**config.mk**
```make
export PLATFORM = sky130hd
export DESIGN_NAME = quad_port_io
export DESIGN_NICKNAME = d
export VERILOG_FILES = /design/src/verilog/port_io_pkg.sv /design/src/verilog/quad_port_io.sv
export SDC_FILE = /design/constraint.sdc
export NUM_CORES = 1
export LEC_CHECK = 0
export BUFFER_PORTS_ARGS = -buffer_cell sky130_fd_sc_hd__buf_2
export CAP_MARGIN = 0
export CORE_UTILIZATION = 55
export DETAILED_ROUTE_END_ITERATION = 10
export HOLD_SLACK_MARGIN = 0.15
export PLACE_DENSITY = 0.88
export SYNTH_ARGS = -nofsm -noshare
export SYNTH_HDL_FRONTEND = slang
export SYNTH_SLANG_ARGS = --single-unit
```
**constraint.sdc**
```tcl
create_clock -name ref_clk -period 2.2 [get_ports ref_clk]
set_input_delay 0.22 -clock ref_clk [delete_from_list [all_inputs] [get_ports ref_clk]]
set_output_delay 0.22 -clock ref_clk [all_outputs]
set_load 0.03 [all_outputs]
```
**src/verilog/port_io_pkg.sv**
```systemverilog
// Constants, types and register map for the four-port I/O block
package port_io_pkg;

  // ----------------------------------------------------------------
  // Register byte addresses
  // ----------------------------------------------------------------
  localparam logic [7:0] ADDR_PORT0 = 8'h00;
  localparam logic [7:0] ADDR_PORT1 = 8'h04;
  localparam logic [7:0] ADDR_PORT2 = 8'h08;
  localparam logic [7:0] ADDR_PORT3 = 8'h0c;
  localparam logic [7:0] ADDR_DIRCFG = 8'h10;
  localparam logic [7:0] ADDR_HWCFG = 8'h14;
  localparam logic [7:0] ADDR_ALTCFG = 8'h18;
  localparam logic [7:0] ADDR_STATUS = 8'h1c;
  localparam logic [7:0] ADDR_MEMORY_PAGE_REGISTER = 8'h20;

  // ----------------------------------------------------------------
  // Reset values
  // ----------------------------------------------------------------
  localparam logic [7:0] PORT_RESET = 8'hff;
  localparam logic [3:0] DIRCFG_RESET = 4'hf;
  localparam logic [1:0] HWCFG_RESET = 2'h0;
  localparam logic [11:0] ALTCFG_RESET = 12'h000;
  localparam logic [7:0] MEMORY_PAGE_REGISTER_RESET = 8'h00;

  // ----------------------------------------------------------------
  // Field positions
  // ----------------------------------------------------------------
  localparam int HW_MEM_ENABLE = 0;
  localparam int HW_P0_BUS = 1;
  localparam int ALT_T2_CTR = 0;
  localparam int ALT_T2_RELOAD = 1;
  localparam int ALT_T2_EXEN = 2;
  localparam int ALT_SER1 = 3;
  localparam int ALT_SER0 = 4;
  localparam int ALT_PWM = 5;
  localparam int ALT_IRQ0_EDGE = 6;
  localparam int ALT_IRQ1_EDGE = 7;
  localparam int ALT_T0_CTR = 8;
  localparam int ALT_T1_CTR = 9;
  localparam int ALT_T0_EDGE = 10;
  localparam int ALT_T1_EDGE = 11;
  localparam int STAT_T2_FLAG = 0;
  localparam int STAT_BUSY = 1;

  // ----------------------------------------------------------------
  // Cycle counts
  // ----------------------------------------------------------------
  localparam logic [2:0] DATA_CYCLES = 3'd6;

  // ----------------------------------------------------------------
  // Types
  // ----------------------------------------------------------------
  typedef enum logic [1:0] {BUS_IDLE, BUS_ADDR, BUS_LATCH, BUS_DATA}
    busState_e;

  typedef struct packed {
    logic go;
    logic write;
    logic fetch;
    logic viaDptr;
    logic [7:0] addrHigh;
    logic [7:0] addrLow;
    logic [7:0] wdata;
  } memReq_s;

  typedef struct packed {
    logic primaryTx;
    logic secondaryTx;
    logic pwm;
  } altOut_s;

  typedef struct packed {
    logic t2Count;
    logic t2Reload;
    logic t0Inc;
    logic t1Inc;
    logic irq0;
    logic irq1;
    logic irq2;
    logic irq3;
    logic irq4;
    logic irq5;
    logic primaryRx;
    logic secondaryRx;
    logic spiSelect;
    logic spiMosi;
    logic spiMiso;
    logic spiClock;
  } pinEvents_s;

endpackage

```
**src/verilog/quad_port_io.sv**
```systemverilog
// Four 8-bit I/O ports with alternate functions and external bus
//
// Added by the designer: the register offsets and the APB interface to the registers.
`timescale 1ns/1ps

// Operation
// RULE_01: Pins follow written port register bits
// RULE_02: Port read returns present pin levels
// RULE_03: Pull-ups only in compatibility mode
// RULE_04: Pull-ups off otherwise and during bus
// RULE_05: Port 0 multiplexes low address and data
// RULE_06: Port 0 general I/O only when bus idle
// RULE_07: Code fetch takes port 0 continuously
// RULE_08: Counter select: pin 1.0 falls count timer2
// RULE_09: Pin 1.1 fall reloads timer2, sets flag
// RULE_10: Pins 1.2/1.3 carry secondary serial lines
// RULE_11: Pin 1.4 rise raises irq two; SPI select
// RULE_12: Falls on 1.5, 1.7 raise irq three, five
// RULE_13: Pin 1.6 rise raises irq four; SPI MISO
// RULE_14: Memory enable gives port 2 high address
// RULE_15: Port 2 takes pointer high or page
// RULE_16: Port 2 fetch addresses only with enable
// RULE_17: Pins 3.0/3.1 carry primary serial lines
// RULE_18: Pins 3.2/3.3 irq zero/one, level or edge
// RULE_19: Pins 3.4/3.5 count timers, gate or edge
// RULE_20: Pin 3.6 low writes external RAM
// RULE_21: Pin 3.7 low reads external RAM
// RULE_22: Reset restores all registers to defaults
// RULE_23: Address stands on port 0 at ALE fall
// RULE_24: Idle pins follow register; inputs synchronised
module quad_port_io (
  // Clock and reset
  input wire logic ref_clk,
  input wire logic reset_n,
  // APB slave
  input wire logic psel,
  input wire logic penable,
  input wire logic pwrite,
  input wire logic [7:0] paddr,
  input wire logic [31:0] pwdata,
  output logic [31:0] prdata,
  output logic pready,
  output logic pslverr,
  // Port pins
  input wire logic [3:0][7:0] pinIn,
  output logic [3:0][7:0] pinOut,
  output logic [3:0][7:0] pinOeN,
  output logic [3:0] pullupEn,
  output logic ale,
  // Core external memory side
  input wire port_io_pkg::memReq_s memReq,
  output logic memBusy,
  output logic memDone,
  output logic [7:0] memRdata,
  // Peripheral side
  input wire port_io_pkg::altOut_s altOut,
  output port_io_pkg::pinEvents_s pinEvents
);

  // ----------------------------------------------------------------
  // Declarations
  // ----------------------------------------------------------------
  logic [3:0][7:0] portReg_q;
  logic [3:0] dirCfg_q;
  logic [1:0] hwCfg_q;
  logic [11:0] altCfg_q;
  logic [7:0] memory_page_register_q;
  logic t2Flag_q;
  logic [31:0] prdata_q;
  logic [3:0][7:0] sync1_q, sync2_q, sync3_q, lvl_q, lvl_d;
  logic [3:0][7:0] rise, fall;
  port_io_pkg::busState_e state_q;
  logic [2:0] cnt_q;
  port_io_pkg::memReq_s hold_q;
  logic done_q;
  logic [7:0] rdata_q;
  logic [3:0][7:0] out_d, oeN_d, out_q, oeN_q;
  logic [3:0] pull_d, pull_q;
  logic ale_d, ale_q;
  port_io_pkg::pinEvents_s ev_d, ev_q;
  logic access, wrEn, memEn, busEn, strobe;

  // Address decode shared by error answer and write enable
  function automatic logic regHit(input logic [7:0] a);
    regHit = a == port_io_pkg::ADDR_PORT0 ||
             a == port_io_pkg::ADDR_PORT1 ||
             a == port_io_pkg::ADDR_PORT2 ||
             a == port_io_pkg::ADDR_PORT3 ||
             a == port_io_pkg::ADDR_DIRCFG ||
             a == port_io_pkg::ADDR_HWCFG ||
             a == port_io_pkg::ADDR_ALTCFG ||
             a == port_io_pkg::ADDR_STATUS ||
             a == port_io_pkg::ADDR_MEMORY_PAGE_REGISTER;
  endfunction

  // ----------------------------------------------------------------
  // APB slave
  // ----------------------------------------------------------------
  // Zero wait states; read data captured in the setup cycle
  assign access = psel & penable;
  assign wrEn = access & pwrite & regHit(paddr);
  assign pready = 1'b1;
  assign pslverr = access & ~regHit(paddr);
  assign prdata = prdata_q;
  assign memEn = hwCfg_q[port_io_pkg::HW_MEM_ENABLE];
  assign busEn = hwCfg_q[port_io_pkg::HW_P0_BUS];

  // Read mux, port reads show the synchronised pin levels
  always_ff @(posedge ref_clk or negedge reset_n)
  begin
    if (!reset_n)
      prdata_q <= 32'h0000_0000;
    else if (psel && !penable)
    begin
      case (paddr)
        port_io_pkg::ADDR_PORT0: prdata_q <= {24'h0, lvl_q[0]}; // [RULE_02]
        port_io_pkg::ADDR_PORT1: prdata_q <= {24'h0, lvl_q[1]}; // [RULE_02]
        port_io_pkg::ADDR_PORT2: prdata_q <= {24'h0, lvl_q[2]}; // [RULE_02]
        port_io_pkg::ADDR_PORT3: prdata_q <= {24'h0, lvl_q[3]}; // [RULE_02]
        port_io_pkg::ADDR_DIRCFG: prdata_q <= {28'h0, dirCfg_q};
        port_io_pkg::ADDR_HWCFG: prdata_q <= {30'h0, hwCfg_q};
        port_io_pkg::ADDR_ALTCFG: prdata_q <= {20'h0, altCfg_q};
        port_io_pkg::ADDR_STATUS:
          prdata_q <= {30'h0, state_q != port_io_pkg::BUS_IDLE, t2Flag_q};
        port_io_pkg::ADDR_MEMORY_PAGE_REGISTER: prdata_q <= {24'h0, memory_page_register_q};
        default: prdata_q <= 32'h0000_0000;
      endcase
    end
  end

  // Software registers, all back to defaults on reset
  always_ff @(posedge ref_clk or negedge reset_n)
  begin
    if (!reset_n)
    begin
      portReg_q <= {4{port_io_pkg::PORT_RESET}}; // [RULE_22]
      dirCfg_q <= port_io_pkg::DIRCFG_RESET;
      hwCfg_q <= port_io_pkg::HWCFG_RESET;
      altCfg_q <= port_io_pkg::ALTCFG_RESET;
      memory_page_register_q <= port_io_pkg::MEMORY_PAGE_REGISTER_RESET;
    end
    else if (wrEn)
    begin
      case (paddr)
        port_io_pkg::ADDR_PORT0: portReg_q[0] <= pwdata[7:0];
        port_io_pkg::ADDR_PORT1: portReg_q[1] <= pwdata[7:0];
        port_io_pkg::ADDR_PORT2: portReg_q[2] <= pwdata[7:0];
        port_io_pkg::ADDR_PORT3: portReg_q[3] <= pwdata[7:0];
        port_io_pkg::ADDR_DIRCFG: dirCfg_q <= pwdata[3:0];
        port_io_pkg::ADDR_HWCFG: hwCfg_q <= pwdata[1:0];
        port_io_pkg::ADDR_ALTCFG: altCfg_q <= pwdata[11:0];
        port_io_pkg::ADDR_MEMORY_PAGE_REGISTER: memory_page_register_q <= pwdata[7:0];
        default: ;
      endcase
    end
  end

  // Reload flag: hardware set wins over a write-one clear
  always_ff @(posedge ref_clk or negedge reset_n)
  begin
    if (!reset_n)
      t2Flag_q <= 1'b0;
    else if (ev_d.t2Reload)
      t2Flag_q <= 1'b1; // [RULE_09]
    else if (wrEn && paddr == port_io_pkg::ADDR_STATUS &&
             pwdata[port_io_pkg::STAT_T2_FLAG])
      t2Flag_q <= 1'b0;
  end

  // ----------------------------------------------------------------
  // Pin input synchroniser and edge detection
  // ----------------------------------------------------------------
  // Three stages; a level counts once stages two and three agree
  always_ff @(posedge ref_clk or negedge reset_n)
  begin
    if (!reset_n)
    begin
      sync1_q <= '1;
      sync2_q <= '1;
      sync3_q <= '1;
      lvl_q <= '1;
    end
    else
    begin
      sync1_q <= pinIn;
      sync2_q <= sync1_q;
      sync3_q <= sync2_q;
      lvl_q <= lvl_d; // [RULE_24]
    end
  end

  assign lvl_d = (~(sync2_q ^ sync3_q) & sync3_q) |
                 ((sync2_q ^ sync3_q) & lvl_q);
  assign rise = ~lvl_q & lvl_d;
  assign fall = lvl_q & ~lvl_d;

  // Alternate input functions, registered toward the peripherals
  always_comb
  begin
    ev_d.t2Count = altCfg_q[port_io_pkg::ALT_T2_CTR] & fall[1][0]; // [RULE_08]
    ev_d.t2Reload = altCfg_q[port_io_pkg::ALT_T2_RELOAD] &
                    altCfg_q[port_io_pkg::ALT_T2_EXEN] & fall[1][1]; // [RULE_09]
    ev_d.secondaryRx = lvl_d[1][2]; // [RULE_10]
    ev_d.irq2 = rise[1][4]; // [RULE_11]
    ev_d.spiSelect = lvl_d[1][4]; // [RULE_11]
    ev_d.irq3 = fall[1][5]; // [RULE_12]
    ev_d.spiMosi = lvl_d[1][5]; // [RULE_12]
    ev_d.irq4 = rise[1][6]; // [RULE_13]
    ev_d.spiMiso = lvl_d[1][6]; // [RULE_13]
    ev_d.irq5 = fall[1][7]; // [RULE_12]
    ev_d.spiClock = lvl_d[1][7]; // [RULE_12]
    ev_d.primaryRx = lvl_d[3][0]; // [RULE_17]
    // Level mode asserts while the pin is low
    ev_d.irq0 = altCfg_q[port_io_pkg::ALT_IRQ0_EDGE] ? fall[3][2]
                                                      : ~lvl_d[3][2]; // [RULE_18]
    ev_d.irq1 = altCfg_q[port_io_pkg::ALT_IRQ1_EDGE] ? fall[3][3]
                                                      : ~lvl_d[3][3]; // [RULE_18]
    // Gate mode counts every cycle high, edge mode each fall
    ev_d.t0Inc = altCfg_q[port_io_pkg::ALT_T0_CTR] &
                 (altCfg_q[port_io_pkg::ALT_T0_EDGE] ? fall[3][4]
                                                     : lvl_d[3][4]); // [RULE_19]
    ev_d.t1Inc = altCfg_q[port_io_pkg::ALT_T1_CTR] &
                 (altCfg_q[port_io_pkg::ALT_T1_EDGE] ? fall[3][5]
                                                     : lvl_d[3][5]); // [RULE_19]
  end

  always_ff @(posedge ref_clk or negedge reset_n)
  begin
    if (!reset_n)
      ev_q <= '0;
    else
      ev_q <= ev_d;
  end

  assign pinEvents = ev_q;

  // ----------------------------------------------------------------
  // External memory bus sequencer
  // ----------------------------------------------------------------
  // Requests are refused while port 0 is not handed to the bus
  always_ff @(posedge ref_clk or negedge reset_n)
  begin
    if (!reset_n)
    begin
      state_q <= port_io_pkg::BUS_IDLE;
      cnt_q <= 3'd0;
      hold_q <= '0;
      done_q <= 1'b0;
      rdata_q <= 8'h00;
    end
    else
    begin
      done_q <= 1'b0;
      case (state_q)
        port_io_pkg::BUS_IDLE:
          if (memReq.go && busEn)
          begin
            hold_q <= memReq; // [RULE_06]
            state_q <= port_io_pkg::BUS_ADDR;
          end
        port_io_pkg::BUS_ADDR:
          state_q <= port_io_pkg::BUS_LATCH;
        port_io_pkg::BUS_LATCH:
        begin
          cnt_q <= 3'd0;
          state_q <= port_io_pkg::BUS_DATA;
        end
        port_io_pkg::BUS_DATA:
          if (cnt_q == port_io_pkg::DATA_CYCLES - 3'd1)
          begin
            done_q <= 1'b1;
            if (!hold_q.write)
              rdata_q <= lvl_q[0];
            state_q <= port_io_pkg::BUS_IDLE;
          end
          else
            cnt_q <= cnt_q + 3'd1;
        default:
          state_q <= port_io_pkg::BUS_IDLE;
      endcase
    end
  end

  assign memBusy = state_q != port_io_pkg::BUS_IDLE;
  assign memDone = done_q;
  assign memRdata = rdata_q;
  assign strobe = state_q == port_io_pkg::BUS_DATA && memEn && !hold_q.fetch;

  // ----------------------------------------------------------------
  // Pin drive
  // ----------------------------------------------------------------
  // Compatibility ports drive only zeros so ones float on pull-ups
  always_comb
  begin
    for (int p = 0; p < 4; p++)
    begin
      out_d[p] = portReg_q[p]; // [RULE_01] [RULE_24]
      oeN_d[p] = dirCfg_q[p] ? portReg_q[p] : 8'h00;
      pull_d[p] = dirCfg_q[p] & ~memBusy; // [RULE_03] [RULE_04]
    end
    ale_d = state_q == port_io_pkg::BUS_ADDR;
    // Port 0 carries address first, then data
    if (memBusy)
    begin
      if (state_q != port_io_pkg::BUS_DATA)
      begin
        out_d[0] = hold_q.addrLow; // [RULE_05] [RULE_07] [RULE_23]
        oeN_d[0] = 8'h00;
      end
      else
      begin
        out_d[0] = hold_q.wdata; // [RULE_05]
        oeN_d[0] = hold_q.write ? 8'h00 : 8'hff;
      end
    end
    // Port 2 high byte only with memory enable set
    if (memBusy && memEn)
    begin
      out_d[2] = (hold_q.fetch || hold_q.viaDptr) ? hold_q.addrHigh
                                                  : memory_page_register_q; // [RULE_14] [RULE_15] [RULE_16]
      oeN_d[2] = 8'h00;
    end
    if (altCfg_q[port_io_pkg::ALT_SER1])
    begin
      out_d[1][3] = altOut.secondaryTx; // [RULE_10]
      oeN_d[1][3] = 1'b0;
    end
    if (altCfg_q[port_io_pkg::ALT_SER0])
    begin
      out_d[3][1] = altOut.primaryTx; // [RULE_17]
      oeN_d[3][1] = 1'b0;
    end
    if (altCfg_q[port_io_pkg::ALT_PWM])
    begin
      out_d[3][3] = altOut.pwm; // [RULE_18]
      oeN_d[3][3] = 1'b0;
    end
    // Strobes idle high while memory enable owns them
    if (memEn)
    begin
      out_d[3][6] = ~(strobe & hold_q.write); // [RULE_20]
      out_d[3][7] = ~(strobe & ~hold_q.write); // [RULE_21]
      oeN_d[3][7:6] = 2'b00;
    end
  end

  // Registered pins; ALE and strobes lag state by one cycle alike
  always_ff @(posedge ref_clk or negedge reset_n)
  begin
    if (!reset_n)
    begin
      out_q <= {4{port_io_pkg::PORT_RESET}};
      oeN_q <= '1;
      pull_q <= port_io_pkg::DIRCFG_RESET;
      ale_q <= 1'b0;
    end
    else
    begin
      out_q <= out_d;
      oeN_q <= oeN_d;
      pull_q <= pull_d;
      ale_q <= ale_d;
    end
  end

  assign pinOut = out_q;
  assign pinOeN = oeN_q;
  assign pullupEn = pull_q;
  assign ale = ale_q;
endmodule

```
==> summary.txt, run 1 <==
Placed design
  – PortBufs: 195
  – Final estimated routing congestion in global placement: 0.876
  – DP HPWL: 17300 µm
  – Dpl cells: 1248

Clock tree
  – CTS Buffer Depth: 3
  – CTS tree: built
  – Reg clk slew, reported paths: 0.06 ns
  – Root Buffer: clkbuf_16
  – Post-CTS sizing: 0
  – H-tree levels: 1
  – TritonCTS Buffers: 31
  – Clock Latency Late Sink: 0.56 ns
  – Clk sinks: 325

STA
  – Fin crit period: 2.09 ns
  – Actual slew at the worst max-slew pin: 0.685 ns
  – Hold WS: 0.213 ns
  – Slew Limit Fails: 0
  – F_max: 479 MHz
  – Setup TNS: 0 ns
  – RSZ-0062 raised after global routing: false
  – Final setup vio count: 0
  – Final hold vios: 0
  – Slew headroom: 54.3%
  – Clk_skew: 0.0225 ns
  – Fin crit share: 94.8%

Drt
  – Final ANT Viol Nets: 0
  – Routed vias: 7333
  – # DRC: 0
  – Iteration-0 DRC Markers: 320
  – Routed wire length: 26800 µm
  – Drt wl/cell: 19.4 µm
  – DRT Pass-1 Iters: 6
  – Via density: 5.30

Synthesis
  – Ranking of synthesized cells by area: dfstp_2 (51%), dfrtp_1 (20%), mux2_2 (9.7%)
  – Post-Synthesis Cell Area: 11900 µm²
  – Yosys top cell area share: 51.2%
  – Area leader, netlist: dfstp_2
  – EDFF count, synth: 0
  – Syn avg cell area: 15.2 µm²
  – Synth warnings: 0
  – Post-Synthesis Cells: 783
  – Ys flop type: dfstp_2
  – Asr flop ratio synth: 100%
  – Library cells used by synthesis: 58
  – Post-synthesis register bit count: 325
  – Sequential-to-total area share from yosys stat: 70.7%

Power and ir drop
  – Lkg Pwr: 0.00703 µW
  – Peak VDD IR: 0.728 mV
  – Pwr/cell area: 895 nW/µm²
  – Pwr Total: 13500 µW

Critical path
  – Crit path launch type: flop
  – Setup crit end kind: output pin
  – Max FO, Critical Path: 8
  – Critical path class: flop to output pin
  – CP required: 1.98 ns
  – CP arrival: 1.87 ns

Global route
  – First-pass GRT wire length: 41600 µm
  – Antenna violations before repair: 3
  – Total Routing Usage GR: 24.7%
  – Largest net degree at the start of global routing: 75
  – Total gr overflow: 0
  – Vias in the first global route: 7789

Layout
  – Share of layout cells above drive strength 1: 56.1%
  – Final cell count without fillers: 1383
  – Multi-input gate area: 3220 µm²
  – Register area: 8420 µm²
  – Filler Cell Count: 1307
  – Final core utilization: 71.4%
  – Area Growth Syn to Fin: 26.7%
  – Final #Nets: 1196

Die
  – Die Span Y: 149 µm
  – Die X: 149 µm
  – Die area: 22300 µm²
  – Num ports: 237
  – Initial Util: 56.3%
  – Num rows: 53
  – Core footprint: 21200 µm²

Run status
  – Status: completed

Job
  – Maxcap violations: 0

Worst hold path
  – Hold Path Class: primary input to asynchronous set/reset pin
-- cell families (layout without fill, tap and decap cells) --
logic type	Yosys count	after routing	synth area share, %
fa+ha+maj	36	36	3.15
buf+inv	69	373	2.92
other cells	2	23	0.0630
mux	125	125	11.7
simple gates	145	145	6.87
compound gates	81	81	4.63
flops	325	325	70.7
-- layer usage --
metal | global-route usage, % | routed length [µm] | vias to the layer above
li1 | - | - | 3283
met1 | 30.7 | 10700 | 3704
met2 | 43.0 | 13700 | 273
met3 | 4.46 | 1450 | 71
met4 | 9.18 | 939 | 2
met5 | 0 | 13 | -
-- path summary, 6_finish.rpt --
check	from	depth (start not counted)	endpoint	slack, ns
min reg2reg	sync1_q[15]	0	sync2_q[15]	0.35
min	reset_n	2	pinEvents[15]	0.21
max reg2reg	flop	5	prdata[6]	0.29
min in group ref_clk	paddr[0]	5	hwCfg_q[1]	0.25
max in group asynchronous	reset_n	3	pinOut[24]	1.12
max	state_q[1]	5	memBusy	0.11
-- power breakdown --
part | total, µW | leakage (µW) | switching (µW) | internal, µW
Combinational | 1550 | 0.00284 | 967 | 583
Sequential | 6670 | 0.00369 | 186 | 6480
Clock | 5290 | 0.000503 | 2180 | 3100
Total | 13500 | 0.00703 | 3340 | 10200
-- layout make-up --
type                       instances  area share, %
multi-input combinational        408           21.3
timing repair buffer             300           13.3
clock buffer                      45           6.02
sequential                       325           55.8
tap                              275           2.28
inverter                          16          0.398
clock inverter                    12          0.829
antenna                            2         0.0331
-- what timing repair did --
action / CTS / global route
setup buffers: 0 / 0
hold endpoints to repair: 258 / 0
hold buffers: 76 / 0
-- registers in the layout (all words and copies together), names as in the netlist, 11 cells and up, named ones only --
name and flops:
prdata 12, altCfg_q 12, sync3_q 32, pinOut 32
portReg_q 21, out_d 11, sync1_q 32, pinEvents 16
lvl_q 12, sync2_q 32, hold_q 27, pinOeN 32
-- synthesized netlist by cell type (2+ instances only) --
cell	number
nand3b_1	4
o21ai_0	27
ha_1	6
and3b_1	4
a222oi_1	2
dfrtp_1	93
a22oi_1	2
nand3_1	11
buf_2	8
nor2b_1	4
nand2_1	36
or4_1	2
mux2i_1	21
and2_1	16
dfstp_2	232
maj3_1	30
or3b_2	4
a21oi_1	8
mux2_2	103
nor3b_1	3
nor4_1	3
a31oi_1	2
nor2_1	18
buf_4	21
a21boi_0	3
and3_1	11
a22o_1	8
a211oi_1	4
clkbuf_1	22
nand2b_1	9
a21o_1	9
nand4b_1	2
o32ai_1	2
a2111oi_0	4
o2bb2ai_1	2
nor3_1	8
conb_1	2
buf_1	2
inv_1	16
-- cells in the final DEF (no fill, tap or decap), drive strengths merged, types with 9 or more instances in the layout --
cell	count
dfrtp	93
mux2i	21
mux2	103
a21o	9
inv	18
and3	11
nor3	9
conb	21
and2	16
clkbuf	45
nand2b	9
nand3	11
dfstp	232
nand2	37
maj3	30
dlygate4sd3	76
buf	224
o21ai	27
nor2	19
-- worst max-delay path, cell delays in order, from the launching register on --
cell,delay (ns)
dfrtp_1,0.41
inv_1,0.09
ha_1,0.36
inv_1,0.10
buf_4,0.17
buf_2,0.17
-- metrics by stage --
stage	setup slack, ns	instance area (µm²)
2_1_floorplan	0.342	12000
3_3_place_gp	0.141	13300
3_5_place_dp	0.0749	13300
4_1_cts	0.0781	15100
5_1_grt	0.00187	15100
6_report	0.114	15100
(Power assumes the default switching activity.)
==> inputs of run 2 (changes only) <==
--- a/config.mk
+++ b/config.mk
@@ -7,10 +7,10 @@
 export LEC_CHECK = 0
 export BUFFER_PORTS_ARGS = -buffer_cell sky130_fd_sc_hd__buf_2
 export CAP_MARGIN = 0
-export CORE_UTILIZATION = 55
+export CORE_UTILIZATION = 45
 export DETAILED_ROUTE_END_ITERATION = 10
 export HOLD_SLACK_MARGIN = 0.15
-export PLACE_DENSITY = 0.88
+export PLACE_DENSITY = 0.75
 export SYNTH_ARGS = -nofsm -noshare
 export SYNTH_HDL_FRONTEND = slang
 export SYNTH_SLANG_ARGS = --single-unit
==> run 2 against run 1 <==
Combinational power is essentially flat. Power grew 2.0%. Count of clock-buffer cells in the layout grew 6. Maximum frequency grew 6.7%. Critical path depth is the same. First-iteration DRC count grew 13%. Design area grew 1.2%. Final cell count grew 4.8%. Worst hold slack lost 0.032 ns. Via count shrank 3.0%. Register-to-register slack lost 0.05 ns. Clock skew shrank 0.014 ns. Critical endpoint is now prdata[6].
==> summary.txt, run 2 (synthesis gave the netlist of run 1 again) <==
Run status
  – Status: completed

Clock tree
  – Clk sinks: 325 (unchanged)
  – CTS tree: built
  – Reg clk slew, reported paths: 0.06 ns (about the same)
  – TritonCTS Buffers: 34 (+9.7%)
  – Post-CTS sizing: 0 (unchanged)
  – H-tree levels: 2 (+1)
  – Root Buffer: clkbuf_16
  – Clock Latency Late Sink: 0.51 ns (-0.05 ns)
  – CTS Buffer Depth: 3 (unchanged)

STA
  – Clk_skew: 0.00832 ns (-0.0142 ns)
  – Fin crit share: 88.9% (-5.9 points)
  – RSZ-0062 raised after global routing: false
  – Slew headroom: 53.6% (-0.74 points)
  – Actual slew at the worst max-slew pin: 0.686 ns (+0.00136 ns)
  – Final setup vio count: 0 (unchanged)
  – Setup TNS: 0 ns (unchanged)
  – Final hold vios: 0 (unchanged)
  – F_max: 511 MHz (+6.7%)
  – Setup ws final: 0.244 ns (+0.131 ns)
  – Fin crit period: 1.96 ns (-0.131 ns)
  – Slew Limit Fails: 0 (unchanged)

Placed design
  – DP HPWL: 17500 µm (+1.3%)
  – PortBufs: 195 (unchanged)
  – Worst slack, placed: 0.0618 ns (-0.0132 ns)
  – Placed Area: 13400 µm² (+0.92%)
  – Dpl cells: 1311 (+5.0%)
  – Final estimated routing congestion in global placement: 0.892 (+1.9%)

Layout
  – Final cell count without fillers: 1449 (+4.8%)
  – Share of layout cells above drive strength 1: 56.1% (about the same)
  – Most frequent cells in the layout: dfstp_2 (232), buf_2 (194), mux2_2 (103)
  – Final core utilization: 58.8% (-13 points)
  – Filler Cell Count: 1986 (+52%)
  – Area Growth Syn to Fin: 28.2%
  – Final #Nets: 1201 (+0.42%)
  – Commonest non-fill, non-tap cell in the layout: dfstp_2
  – Design area: 15300 µm² (+1.2%)

Job
  – Maxcap violations: 0 (unchanged)

Die
  – Die area: 27100 µm² (+22%)
  – Num rows: 59 (+11%)
  – Num ports: 237 (unchanged)
  – Die Span Y: 165 µm (+10%)
  – Core footprint: 26000 µm² (+23%)
  – Die X: 165 µm (+10%)
  – Initial Util: 45.9% (-10 points)

Power and ir drop
  – Peak VDD IR: 0.747 mV (+2.6%)
  – Lkg Pwr: 0.00709 µW (+0.78%)
  – Pwr/cell area: 902 nW/µm² (+0.81%)

Drt
  – DRT Pass-1 Iters: 5 (-1)
  – Iteration-0 DRC Markers: 363 (+13%)
  – Via density: 4.91 (-7.4%)
  – Drt wl/cell: 18.0 µm (-6.9%)
  – Routed vias: 7116 (-3.0%)
  – Routed wire length: 26100 µm (-2.5%)
  – # DRC: 0 (unchanged)
  – Final ANT Viol Nets: 0 (unchanged)

Global route
  – Largest net degree at the start of global routing: 70 (-6.7%)
  – Antenna violations before repair: 2 (-1)
  – Total Routing Usage GR: 19.9% (-4.8 points)
  – First-pass GRT wire length: 40900 µm (-1.5%)
  – Vias in the first global route: 7406 (-4.9%)
  – Total gr overflow: 0 (unchanged)

Critical path
  – CP arrival: 2.38 ns (+0.51 ns)
  – Critical path class: flop to flop
  – Crit path launch type: flop
  – R2r endpoint: prdata[6]
  – FF-to-FF path depth: 5 (unchanged)
  – R2R Setup Slk: 0.24 ns (-0.05 ns)
  – Setup crit end kind: flop
  – CP required: 2.63 ns (+0.65 ns)
  – Max FO, Critical Path: 3 (-5)

Worst hold path
  – Number of cells on the worst hold path: 4
  – Hold Path End: state_q[0]
  – Hold Path Class: primary input to flop
  – Hold path startpoint: memReq[27]
[run 2: repair_timing]
action | 4_1_cts | 5_1_grt
hold buffers | 74 | 1
endpoints found under the hold margin | 203 | 1
buffers inserted | 0 | 0
[run 2: critical path: stages, from the launching register on]
cell	delay, ns
dfstp_2	0.56
or3b_2	0.44
a2111oi_0	0.48
buf_4	0.20
a211oi_1	0.04
o21ai_0	0.16
[run 2: worst max path at each step]
| stage | slack [ns] | from | endpoint |
|---|---|---|---|
| floorplan | 0.34 | state_q[0] | hold_q[10] |
| global placement | 0.1 | paddr[4] | out_d[24] |
| detailed placement | 0.06 | paddr[4] | out_d[26] |
| finish | 0.24 | flop | prdata[6] |
| global route | 0.09 | flop | prdata[6] |
| CTS | 0.21 | flop | prdata[6] |
[run 2: routing by layer]
layer | vias up | wire [µm] | GRT usage [%]
met5 | - | 13 | 0
met4 | 2 | 418 | 5.21
met3 | 34 | 1620 | 4.39
met2 | 219 | 12600 | 32.5
met1 | 3557 | 11500 | 27.0
li1 | 3304 | - | -
[run 2: final cells by class]
type / count / area, µm² / area share (%)
Clock buffer: 51 / 975 / 6.38
Multi-Input combinational cell: 408 / 3220 / 21.1
Timing Repair Buffer: 302 / 2050 / 13.4
Antenna cell: 1 / 2.50 / 0.0164
Clock inverter: 11 / 126 / 0.827
Inverter: 16 / 60.1 / 0.393
Tap cell: 335 / 419 / 2.74
Sequential cell: 325 / 8420 / 55.1
[run 2: power by group]
| group | switching [µW] | internal, µW | total, µW |
|---|---|---|---|
| clock | 2240 | 3320 | 5560 |
| sequential | 184 | 6480 | 6670 |
| combinational | 954 | 590 | 1540 |
| total | 3380 | 10400 | 13800 |
[run 2: stage by stage]
step,hold slack [ns],power (µW)
after global placement,0.227,8150
after global routing,0.204,14400
final,0.180,13800
after detailed placement,0.228,8200
after floorplan,-0.0756,7610
after CTS,0.151,13900
==> inputs of run 3 (changes only) <==
==> constraint.sdc (replaced) <==
create_clock -name ref_clk -period 2.2 [get_ports ref_clk]
set_input_delay 0.22 -clock ref_clk [delete_from_list [all_inputs] [get_ports ref_clk]]
set_output_delay 0.22 -clock ref_clk [all_outputs]
set_load 0.005 [all_outputs]
==> run 3 against run 2 <==
Global-route usage shrank 0.20 points. Sequential share of layout area shrank 0.077 points. Setup slack gained 0.028 ns. First-iteration DRC count grew 9.4%. Die area is the same. Critical path type unchanged. Critical endpoint is now prdata[7].
==> summary.txt, run 3 (synthesis gave the netlist of run 1 again) <==
Clock tree
  – Clk sinks: 325 (unchanged)
  – Reg clk slew, reported paths: 0.06 ns (about the same)
  – Post-CTS sizing: 0 (unchanged)
  – Clock Latency Late Sink: 0.52 ns (about the same)
  – CTS Buffer Depth: 3 (unchanged)
  – CTS tree: built
  – Postcts setup bufs: 0 (unchanged)
  – CTS Hold Bufs: 75 (+1.4%)
  – TritonCTS Buffers: 35 (+2.9%)
  – Root Buffer: clkbuf_16
  – H-tree levels: 2 (unchanged)

STA
  – Fin crit period: 1.93 ns (-0.0276 ns)
  – Actual slew at the worst max-slew pin: 0.651 ns (-0.0353 ns)
  – Slew headroom: 56.0% (+2.4 points)
  – Fin crit share: 87.6% (-1.3 points)
  – Final hold vios: 0 (unchanged)
  – RSZ-0062 raised after global routing: false
  – Setup ws final: 0.272 ns (+0.0276 ns)
  – Setup TNS: 0 ns (unchanged)
  – F_max: 519 MHz (+1.4%)
  – Slew Limit Fails: 0 (unchanged)
  – Clk_skew: 0.0198 ns (+0.0114 ns)
  – Final setup vio count: 0 (unchanged)

Critical path
  – CP arrival: 2.34 ns (-0.04 ns)
  – CP required: 2.62 ns (about the same)
  – Crit path launch type: flop
  – R2r endpoint: prdata[7]
  – Critical path class: flop to flop
  – FF-to-FF path depth: 5 (unchanged)
  – R2R Setup Slk: 0.27 ns (+0.03 ns)
  – Max FO, Critical Path: 3 (unchanged)
  – Setup crit end kind: flop
  – Crit path capture: prdata[7]

Die
  – Num rows: 59 (unchanged)
  – Initial Util: 45.9% (unchanged)
  – Die Span Y: 165 µm (unchanged)
  – Die area: 27100 µm² (unchanged)
  – Core footprint: 26000 µm² (unchanged)
  – Die X: 165 µm (unchanged)
  – Num ports: 237 (unchanged)

Layout
  – Area Growth Syn to Fin: 28.4%
  – Most frequent cells in the layout: dfstp_2 (232), buf_2 (194), mux2_2 (103)
  – Final core utilization: 58.9% (+0.082 points)
  – Final #Nets: 1201 (unchanged)
  – Design area: 15300 µm² (+0.14%)
  – Share of layout cells above drive strength 1: 55.7% (-0.41 points)
  – Register area: 8420 µm² (unchanged)
  – Multi-input gate area: 3220 µm² (unchanged)
  – Filler Cell Count: 2011 (+1.3%)
  – Commonest non-fill, non-tap cell in the layout: dfstp_2

Power and ir drop
  – Peak VDD IR: 0.893 mV (+20%)
  – Pwr Total: 13600 µW (-1.1%)
  – Pwr/cell area: 890 nW/µm² (-1.3%)
  – Lkg Pwr: 0.00709 µW (about the same)

Placed design
  – Placed Area: 13400 µm² (-0.15%)
  – DP HPWL: 17500 µm (+0.12%)
  – Worst slack, placed: 0.0443 ns (-0.0175 ns)
  – PortBufs: 195 (unchanged)
  – Final estimated routing congestion in global placement: 0.878 (-1.5%)

Global route
  – Total Routing Usage GR: 19.7% (-0.20 points)
  – Antenna violations before repair: 3 (+1)
  – Total gr overflow: 0 (unchanged)
  – Vias in the first global route: 7322 (-1.1%)
  – Largest net degree at the start of global routing: 68 (-2.9%)
  – First-pass GRT wire length: 40500 µm (-1.1%)

Drt
  – Via density: 4.94 (+0.65%)
  – Iteration-0 DRC Markers: 397 (+9.4%)
  – # DRC: 0 (unchanged)
  – Final ANT Viol Nets: 0 (unchanged)
  – DRT Pass-1 Iters: 5 (unchanged)
  – Drt wl/cell: 17.9 µm (-0.47%)
  – Routed wire length: 26000 µm (-0.41%)
  – Routed vias: 7167 (+0.72%)

Job
  – Maxcap violations: 0 (unchanged)

Run status
  – Status: completed

Worst hold path
  – Hold Path Class: primary input to flop
[run 3: power by group]
group	internal, µW	leakage [µW]	switching [µW]
clock network	3450	0.000550	2270
logic	582	0.00285	656
registers	6480	0.00369	181
[run 3: layer usage]
layer  GRT usage [%]  vias to the layer above  wire (µm)  part of all wire (%)
li1                -                     3303          -                     -
met1            26.5                     3562      11400                    44
met2            31.5                      243      12200                    47
met3            4.65                       57       1630                   6.2
met4            6.76                        2        758                   2.9
met5               0                        -         13                 0.050
[run 3: worst min-delay path by stage]
stage	startpoint	to	slack [ns]	depth (start not counted)
floorplan	reset_n	ale	-0.08	0
global placement	reset_n	cnt_q[2]	0.20	1
detailed placement	reset_n	hold_q[0]	0.20	1
CTS	memReq[27]	state_q[0]	0.17	4
global route	memReq[27]	state_q[0]	0.21	4
finish	memReq[27]	state_q[0]	0.19	4
[run 3: through the flow]
| stage | cells | hold WS [ns] |
|---|---|---|
| CTS | 1449 | 0.172 |
| finish | 1450 | 0.190 |
| detailed placement | 1310 | 0.199 |
| floorplan | 802 | -0.0756 |
| global route | 1449 | 0.207 |
| global placement | 1310 | 0.197 |
[run 3: area by class of cell]
class | count | area share [%]
inverters | 16 | 0.393
clock buffers | 58 | 6.97
clock inverters | 6 | 0.499
diodes | 1 | 0.0164
repair buffers | 301 | 13.3
flip-flops and latches | 325 | 55.1
multi-input cells | 408 | 21.0
well taps | 335 | 2.74
[run 3: worst max-delay path, cell delays in order (launching register included)]
cell and delay [ns]:
dfstp_2 0.55, or3b_2 0.44, a2111oi_0 0.41, buf_4 0.19, a211oi_1 0.06, o21ai_0 0.19
